===== config.mk =====
export PLATFORM = sky130hd
export DESIGN_NAME = bmd_mapper
export DESIGN_NICKNAME = d
export VERILOG_FILES = /design/src/bmd_pkg.sv /design/src/bmd_bank_if.sv /design/src/bmd_mapper.sv /design/src/bmd_bank_regs.sv
export SDC_FILE = /design/constraint.sdc
export NUM_CORES = 1
export LEC_CHECK = 0
export ABC_AREA = 1
export BUFFER_PORTS_ARGS = -buffer_cell sky130_fd_sc_hd__buf_2
export CORE_UTILIZATION = 35
export DETAILED_ROUTE_END_ITERATION = 8
export SLEW_MARGIN = 20
export SYNTH_ARGS = -nofsm -noshare
export SYNTH_HDL_FRONTEND = slang
export SYNTH_SLANG_ARGS = --single-unit

===== constraint.sdc =====
create_clock -name clk -period 4.8 [get_ports clk]
set_clock_uncertainty 0.2 [all_clocks]
set_input_delay 0.24 -clock clk [delete_from_list [all_inputs] [get_ports clk]]
set_output_delay 0.24 -clock clk [all_outputs]
set_load 0.005 [all_outputs]

===== src/bmd_pkg.sv =====
// Operation
// Four bank registers widen the 16-bit logical address to 22 physical bits.
// Low six bits of each 8-bit bank register give a 16k page, 0 to 63.
// Physical address joins the page number with logical offset bits A13..A0.
// Top two register bits pick segment: 0 internal, 1 to 3 card slots.
// Logical address bits A15 and A14 choose the bank register used.
// In segment 0, register bit A19 picks internal EPROM or internal RAM.
// Register bits A21..A19 all zero assert the active-low EPROM chip enable.
// A21, A20 zero and A19 one assert the active-low internal RAM enable.
// The processor loads a bank register by I/O write with A3 high.
// Memory output enables come from first-cycle, read strobe and memory request; the code uses only read strobe and memory request, not first-cycle.
// Write output is high for memory reads and low for memory writes.
// Memory address lines carry A13..A0 with the five low bank bits above.
// Internal EPROM read data is gated onto the processor data bus.
// Card accesses decode the segment into one of three slot enables.
// Upper memory address lines 16 to 19 reach every card slot.
// Power-down or programming holds RAM enables high and RAM output enable low.
// The refresh cycle after an opcode fetch starts no memory access.
// A card sense line pulled low raises the non-maskable interrupt.
// At most one chip enable, and none outside valid memory cycles.
package bmd_pkg;
	localparam int BANK_W = 8;
	localparam int BANK_N = 4;
	localparam int PAGE_W = 6;
	localparam int PAGE_HALF_BIT = 5;
	localparam int OFFSET_W = 14;
	localparam int MEM_ADDR_W = 19;
	// Bank registers answer I/O writes whose address high nibble is this
	localparam logic [3:0] BANK_PORT_HI = 4'hd;
	localparam int BANK_PORT_SEL_BIT = 3;
	localparam logic [BANK_W-1:0] BANK_RESET = 8'h00;
	localparam logic [1:0] SEG_INTERNAL = 2'h0;
	// One-hot chip select positions; card s sits at SEL_CARD_BASE + s
	localparam int SEL_W = 5;
	localparam int SEL_ROM = 0;
	localparam int SEL_RAM = 1;
	localparam int SEL_CARD_BASE = 1;
	localparam int CLK_PERIOD_NS = 20;
	localparam int NMI_PULSE_NS = 1000;
	localparam int NMI_PULSE_CYC = (NMI_PULSE_NS + CLK_PERIOD_NS - 1) / CLK_PERIOD_NS;

	typedef struct packed {
		logic [1:0] seg;
		logic [PAGE_W-1:0] page;
	} bmd_bank_t;

	typedef struct packed {
		logic [15:0] addr;
		logic [7:0] data;
		logic [7:0] memData;
		logic mreqN;
		logic m1N;
		logic rdN;
		logic iorqN;
		logic senseN;
		logic powerDown;
		logic programming;
	} bmd_pins_t;

	localparam bmd_pins_t PINS_IDLE = '{16'h0000, 8'h00, 8'h00, 1'b1, 1'b1, 1'b1, 1'b1, 1'b1,
		1'b0, 1'b0};

	// One-hot selection of the device addressed by a bank register
	function automatic logic [SEL_W-1:0] bmdDecode(input bmd_bank_t b);
		logic [SEL_W-1:0] sel;
		sel = '0;
		if (b.seg == SEG_INTERNAL)
			sel[b.page[PAGE_HALF_BIT] ? SEL_RAM : SEL_ROM] = 1'b1;
		else
			sel[SEL_CARD_BASE + int'(b.seg)] = 1'b1;
		return sel;
	endfunction
endpackage


===== src/bmd_bank_if.sv =====
`timescale 1ns/1ps
// Write and read path between the cycle decoder and the bank store
interface bmd_bank_if;
	logic we;
	logic [1:0] wIdx;
	logic [7:0] wData;
	logic [1:0] rIdx;
	logic [7:0] rData;
	modport ctrl (output we, output wIdx, output wData, output rIdx, input rData);
	modport store (input we, input wIdx, input wData, input rIdx, output rData);
endinterface


===== src/bmd_mapper.sv =====
`timescale 1ns/1ps
module bmd_mapper
	import bmd_pkg::*;
#(
	parameter int NMI_CYC = NMI_PULSE_CYC
)
(
	input wire logic clk,
	input wire logic arst_n,
	input wire logic [15:0] cpuAddr,
	input wire logic [7:0] cpuDataIn,
	output logic [7:0] cpuDataOut,
	output logic cpuDataOe,
	input wire logic memoryRequest_n,
	input wire logic firstCycle_n,
	input wire logic readStrobe_n,
	input wire logic ioRequest_n,
	input wire logic cardSense_n,
	input wire logic powerDown,
	input wire logic romProgramming,
	input wire logic [7:0] memData,
	output logic [MEM_ADDR_W-1:0] memAddr,
	output logic physicalAddrTop,
	output logic memWrite,
	output logic internalRomEnable_n,
	output logic internalRamEnable_n,
	output logic card1Enable_n,
	output logic card2Enable_n,
	output logic card3Enable_n,
	output logic romOutputEnable_n,
	output logic ramOutputEnable_n,
	output logic nmiRequest_n
);
	// The pulse assertions look eight cycles ahead, so shorter pulses are refused
	if (NMI_CYC < 8 || NMI_CYC > 65535)
	begin : gNmiCycCheck
		$error("NMI_CYC out of range");
	end

	bmd_pins_t pinRaw;
	bmd_pins_t s1_q;
	bmd_pins_t s2_q;
	bmd_pins_t s3_q;
	bmd_pins_t pin_q;
	bmd_pins_t pin_d;

	// All processor and card pins arrive unrelated to clk
	assign pinRaw = '{cpuAddr, cpuDataIn, memData, memoryRequest_n, firstCycle_n,
		readStrobe_n, ioRequest_n, cardSense_n, powerDown, romProgramming};

	// Three-stage synchroniser; a bit moves only once stages two and three agree
	always_ff @(posedge clk or negedge arst_n)
	begin
		if (!arst_n)
		begin
			s1_q <= PINS_IDLE;
			s2_q <= PINS_IDLE;
			s3_q <= PINS_IDLE;
			pin_q <= PINS_IDLE;
		end
		else
		begin
			s1_q <= pinRaw;
			s2_q <= s1_q;
			s3_q <= s2_q;
			pin_q <= pin_d;
		end
	end

	// Bitwise majority of agree-or-hold
	assign pin_d = (s2_q & s3_q) | (pin_q & (s2_q | s3_q));

	// Bus cycle classification from the filtered strobes
	logic memActive;
	logic readCyc;
	logic fetchCyc;
	logic refreshCyc;
	logic writeCyc;
	logic selfRefresh;
	logic accessValid;
	logic mreqPrev_q;
	logic mreqRise;
	logic curFetch_q;
	logic lastFetch_q;
	logic writePrev_q;

	assign memActive = !pin_q.mreqN;
	assign readCyc = memActive && !pin_q.rdN;
	assign fetchCyc = readCyc && !pin_q.m1N;
	// A strobe with read idle right after a fetch is the processor's refresh
	assign refreshCyc = memActive && pin_q.rdN && pin_q.m1N && lastFetch_q;
	assign writeCyc = memActive && pin_q.rdN && pin_q.m1N && !lastFetch_q;
	assign selfRefresh = pin_q.powerDown || pin_q.programming;
	assign accessValid = (readCyc || writeCyc) && !selfRefresh;
	assign mreqRise = mreqPrev_q && !memActive;

	// Remember whether the memory cycle just ended was an opcode fetch
	always_ff @(posedge clk or negedge arst_n)
	begin
		if (!arst_n)
		begin
			mreqPrev_q <= 1'b0;
			curFetch_q <= 1'b0;
			lastFetch_q <= 1'b0;
			writePrev_q <= 1'b0;
		end
		else
		begin
			mreqPrev_q <= memActive;
			writePrev_q <= writeCyc;
			if (mreqRise)
			begin
				lastFetch_q <= curFetch_q;
				curFetch_q <= 1'b0;
			end
			else if (fetchCyc)
				curFetch_q <= 1'b1;
		end
	end

	// Bank register path
	bmd_bank_if bankBus ();
	bmd_bank_t bankSel;
	logic ioWrite;
	logic ioWritePrev_q;

	bmd_bank_regs uRegs (
		.clk(clk),
		.arst_n(arst_n),
		.bus(bankBus)
	);

	// I/O write: request low, read idle, not an interrupt acknowledge
	assign ioWrite = !pin_q.iorqN && pin_q.rdN && pin_q.m1N
		&& pin_q.addr[BANK_PORT_SEL_BIT] && pin_q.addr[7:4] == BANK_PORT_HI;
	assign bankBus.we = ioWrite && !ioWritePrev_q;
	assign bankBus.wIdx = pin_q.addr[1:0];
	assign bankBus.wData = pin_q.data;
	assign bankBus.rIdx = pin_q.addr[15:14];
	assign bankSel = bmd_bank_t'(bankBus.rData);

	always_ff @(posedge clk or negedge arst_n)
	begin
		if (!arst_n)
			ioWritePrev_q <= 1'b0;
		else
			ioWritePrev_q <= ioWrite;
	end

	// Chip selection; the decode is one-hot by construction
	logic [SEL_W-1:0] selNow;
	logic [SEL_W-1:0] en_q;
	logic [SEL_W-1:0] en_d;
	logic romRead;

	assign selNow = bmdDecode(bankSel);
	assign en_d = accessValid ? selNow : '0;
	assign romRead = readCyc && !selfRefresh && selNow[SEL_ROM];

	// Enables and address are registered so no decode glitch reaches a chip
	always_ff @(posedge clk or negedge arst_n)
	begin
		if (!arst_n)
		begin
			en_q <= '0;
			memAddr <= '0;
			physicalAddrTop <= 1'b0;
		end
		else
		begin
			en_q <= en_d;
			{physicalAddrTop, memAddr} <= {bankSel.page, pin_q.addr[OFFSET_W-1:0]};
		end
	end

	assign internalRomEnable_n = !en_q[SEL_ROM];
	assign internalRamEnable_n = !en_q[SEL_RAM];
	assign card1Enable_n = !en_q[SEL_CARD_BASE + 1];
	assign card2Enable_n = !en_q[SEL_CARD_BASE + 2];
	assign card3Enable_n = !en_q[SEL_CARD_BASE + 3];

	// Output enables and write direction
	logic romOe_d;
	logic ramOe_d;
	logic anyRam;
	logic romOe_q;
	logic ramOe_q;

	assign anyRam = |selNow[SEL_W-1:SEL_RAM];
	assign romOe_d = romRead;
	// Self refresh forces the shared enable/refresh line low
	assign ramOe_d = selfRefresh || (readCyc && anyRam);

	always_ff @(posedge clk or negedge arst_n)
	begin
		if (!arst_n)
		begin
			romOe_q <= 1'b0;
			ramOe_q <= 1'b0;
			memWrite <= 1'b1;
		end
		else
		begin
			romOe_q <= romOe_d;
			ramOe_q <= ramOe_d;
			// Two agreeing cycles hide the skew between strobe edges
			memWrite <= !(writeCyc && writePrev_q && !selfRefresh);
		end
	end

	assign romOutputEnable_n = !romOe_q;
	assign ramOutputEnable_n = !ramOe_q;

	// EPROM data is passed through to the processor only during its reads
	always_ff @(posedge clk or negedge arst_n)
	begin
		if (!arst_n)
		begin
			cpuDataOut <= 8'h00;
			cpuDataOe <= 1'b0;
		end
		else
		begin
			cpuDataOut <= pin_q.memData;
			cpuDataOe <= romRead;
		end
	end

	// Card sense watch; a falling edge starts a fixed-length interrupt pulse
	logic sensePrev_q;
	logic senseFall;
	logic [15:0] nmiCnt_q;

	assign senseFall = sensePrev_q && !pin_q.senseN;

	always_ff @(posedge clk or negedge arst_n)
	begin
		if (!arst_n)
		begin
			sensePrev_q <= 1'b1;
			nmiCnt_q <= '0;
		end
		else
		begin
			sensePrev_q <= pin_q.senseN;
			if (senseFall)
				nmiCnt_q <= 16'(NMI_CYC);
			else if (nmiCnt_q != 16'h0000)
				nmiCnt_q <= nmiCnt_q - 16'h0001;
		end
	end

	assign nmiRequest_n = nmiCnt_q == 16'h0000;

	logic [SEL_W-1:0] enOut;
	assign enOut = {!card3Enable_n, !card2Enable_n, !card1Enable_n, !internalRamEnable_n,
		!internalRomEnable_n};
endmodule


===== src/bmd_bank_regs.sv =====
`timescale 1ns/1ps
module bmd_bank_regs
	import bmd_pkg::*;
(
	input wire logic clk,
	input wire logic arst_n,
	bmd_bank_if.store bus
);
	logic [BANK_W-1:0] bank_q [BANK_N];

	// One flop group per bank register
	genvar g;
	generate
		for (g = 0; g < BANK_N; g++)
		begin : gBank
			always_ff @(posedge clk or negedge arst_n)
			begin
				if (!arst_n)
					bank_q[g] <= BANK_RESET;
				else if (bus.we && bus.wIdx == 2'(g))
					bank_q[g] <= bus.wData;
			end
		end
	endgenerate

	// Selected register, indexed by the logical address top bits
	assign bus.rData = bank_q[bus.rIdx];
endmodule


==> summary.md <==
| Metric | Value |
|---|---|
| Outcome | `finished clean` |
| Fin crit share | `0.480` |
| Clock Pin Slew Worst Setup and Hold Paths | `0.06 ns` |
| Initial antenna violation count | `0` |
| Synth Net Count | `641` |
| Cts repair resizes | `0` |
| WHS Path Cells | `0` |
| Tot GR Track Use | `0.114` |
| Clock buffer depth | `3` |
| Setup TNS Final | `0 ns` |
| Core ar. | `0.0226 mm^2` |
| Post-CTS Setup Bufs | `0` |
| Row Count | `55` |
| First-pass GRT wire length | `about 22000 um` |
| Critical Path End Type | `output port` |
| CP Data Required Time | `~4.4 ns` |
| CP Max Fanout | `6` |
| Via count | `4480` |
| H-tree depth | `1` |
| Hold_ws | `0.147 ns` |
| Leading area contributor after synthesis | `dfrtp_1` |
| Routed length per instance | `12.3 um` |
| Skew-Pair Late Insertion Delay | `about 0.53 ns` |
| PwrDens | `between 400 and 500 mW/mm^2` |
| CTS root buffer | `clkbuf_16` |
| Gate Count Post-Synth | `599` |
| Final setup fails | `0` |
| Vias in the first global route | `4475` |
| Max-cap violations | `0` |
| Sequential fraction of the synthesis area | `0.768` |
| Worst Hold End | `s2_q[15]` |
| Die Span X | `approximately 150 um` |
| Iteration-0 DRC Markers | `236` |
| Worst reg2reg setup slack | `2.77 ns` |
| Post-synthesis cell type count | `26` |
| Final Power | `4.67 mW` |
| FMAX | `~430 MHz` |
| Crit path cell chain | `inv_1 > ha_1 > nand3_1 > nor3_1 > buf_2` |
| DRC viols | `0` |
| Reg-to-Reg End | `nmiCnt_q[7]` |
| Hold crit path type | `reg -> reg` |
| Total Routed Length | `12900 um` |
| Syn avg cell area | `13.4 um^2` |
| Post-synth EDFFs | `0` |
| Yosys Warn Count | `0` |
| Die Y | `154 um` |
| Top delay family on crit path | `simple AND/OR/NAND/NOR gates` |
| CTS tree | `done` |
| R2R Path Start | `nmiCnt_q[0]` |
| Io pins | `79` |
| Post-DP HPWL | `about 7700 um` |
| GPL Wtd Cong | `0.781` |
| Commonest non-fill, non-tap cells in the layout | `dfrtp_1 (224), nand2_1 (97), buf_2 (77)` |
| RSZ-0062 raised after global routing | `no` |
| Ys flop type | `dfrtp_1` |
| Number of clock sinks | `246` |
| Area contributors post-synth | `dfrtp_1 (70%), dfstp_2 (7.2%), maj3_1 (4.8%)` |
| Port bufs | `78` |
| Final nets | `780` |
| Antenna diode count | `0` |
| Slowest stage delay, CP | `0.39 ns` |
| Largest net degree at the start of global routing | `127` |
| Slew headroom | `0.398` |
| Finished Layout Cells | `1043` |
| Synth async-reset ratio | `1.00` |
| CP bufs+invs | `2` |
| Area Growth Syn to Fin | `24.6%` |
| Post-DR vias/cell | `4.30` |
| Share of layout cells above drive strength 1 | `0.222` |
| Seq cells post-synth | `246` |
| Min cycle time layout | `2.30 ns` |
| Commonest non-fill, non-tap cell in the layout | `dfrtp_1` |
| Post-synth top area share | `0.696` |
| CTS buffer count | `26` |
| Initial Util | `0.357` |
| Reg area | `0.00618 mm^2` |
| Die area | `0.0236 mm^2` |
| Dpl ws | `2.80 ns` |
| Crit path from | `nmiCnt_q[0]` |
| Slew @ Worst Pin | `0.903 ns` |
| FF-to-FF path depth | `7` |
| Peak VDD IR | `0.267 mV` |
| Overflow after GRT | `0` |
| Area of the multi-input gates | `between 0.0015 and 0.002 mm^2` |
| WP data arrival | `between 1.5 and 2 ns` |
| Pre-Repair DR Iteration Count | `4` |
| Fin. Hold Viols | `0` |
| Synth Cell Area | `0.00806 mm^2` |
| Slew Viols, Final | `0` |
| Leakage power total | `roughly 4.6 nW` |
| Final WS setup | `2.50 ns` |
| WS Path Type | `reg -> out` |
| Placed insts | `around 960` |
| CP max stage cell | `dfrtp_1` |
| Hold Path Origin | `s1_q[15]` |
| Routed Antenna Nets | `0` |
| Fillers | `approximately 2100` |
| Worst setup SP type | `flop` |
layout make-up:
type                            instances  area share
Sequential cell                       246       0.616
Multi-Input combinational cell        295       0.162
Timing Repair Buffer                  121      0.0820
Clock buffer                           32      0.0691
Tap cell                              285      0.0355
Clock inverter                         16      0.0179
Inverter                               48      0.0179
how the worst max path moves through the flow:
stage	slack [ns]	cells past startpoint	to
finish	2.50	5	nmiRequest_n
global route	2.26	5	nmiRequest_n
CTS	2.43	5	nmiRequest_n
detailed placement	2.80	7	ramOe_q
global placement	2.90	7	nmiCnt_q[8]
floorplan	3.08	7	nmiCnt_q[10]
timing repair:
item                                    in CTS  in global routing
endpoints found under the setup margin       0                  0
hold endpoints to repair                   147                  0
hold buffers                                40                  0
sequential cells by signal, summed over array words and instances, names as in the netlist, 2 cells and up:
signal         count
bankBus.rIdx       2
s3_q              39
bankBus.wData      8
memAddr           19
s1_q              39
enOut              5
uRegs.bank_q      32
s2_q              39
pin_q             27
cpuDataOut         8
nmiCnt_q          16
bankBus.wIdx       2
stage by stage:
| stage | instance area (um^2) | utilization |
|---|---|---|
| floorplan | 8060 | - |
| global placement | 8760 | 0.388 |
| detailed placement | 8760 | 0.388 |
| CTS | 10000 | 0.445 |
| global route | 10000 | 0.445 |
| finish | 10000 | 0.445 |
routing by layer:
layer	GRT usage	vias to the layer above	share of wire
met1	0.158	2151	0.48
met3	0.0271	33	0.049
met5	0	-	0
li1	-	2205	-
met2	0.176	91	0.44
met4	0.0395	0	0.031
cell families after synthesis:
group           Yosys count  share of synthesized area
buf+inv                  58                     0.0311
simple gates            203                      0.115
flops                   246                      0.768
fa+ha+maj                40                     0.0500
mux                       1                    0.00140
compound gates           51                     0.0351
Yosys cell counts, types with 5 or more instances:
master and instances:
o21ai_2 5, dfrtp_1 224, or2_2 6, maj3_1 39, o22ai_1 5, nand3_1 35, nor2_1 53, o21ai_0 13
o21ai_1 27, inv_1 47, dfstp_2 22, nand2_1 97
power breakdown:
part	switching, mW	leakage, nW	internal (mW)
Sequential	0.0880	2.96	2.24
Clock	0.799	0.421	1.19
Combinational	0.199	1.25	0.150
No activity file was read; power rests on OpenSTA's default activity.
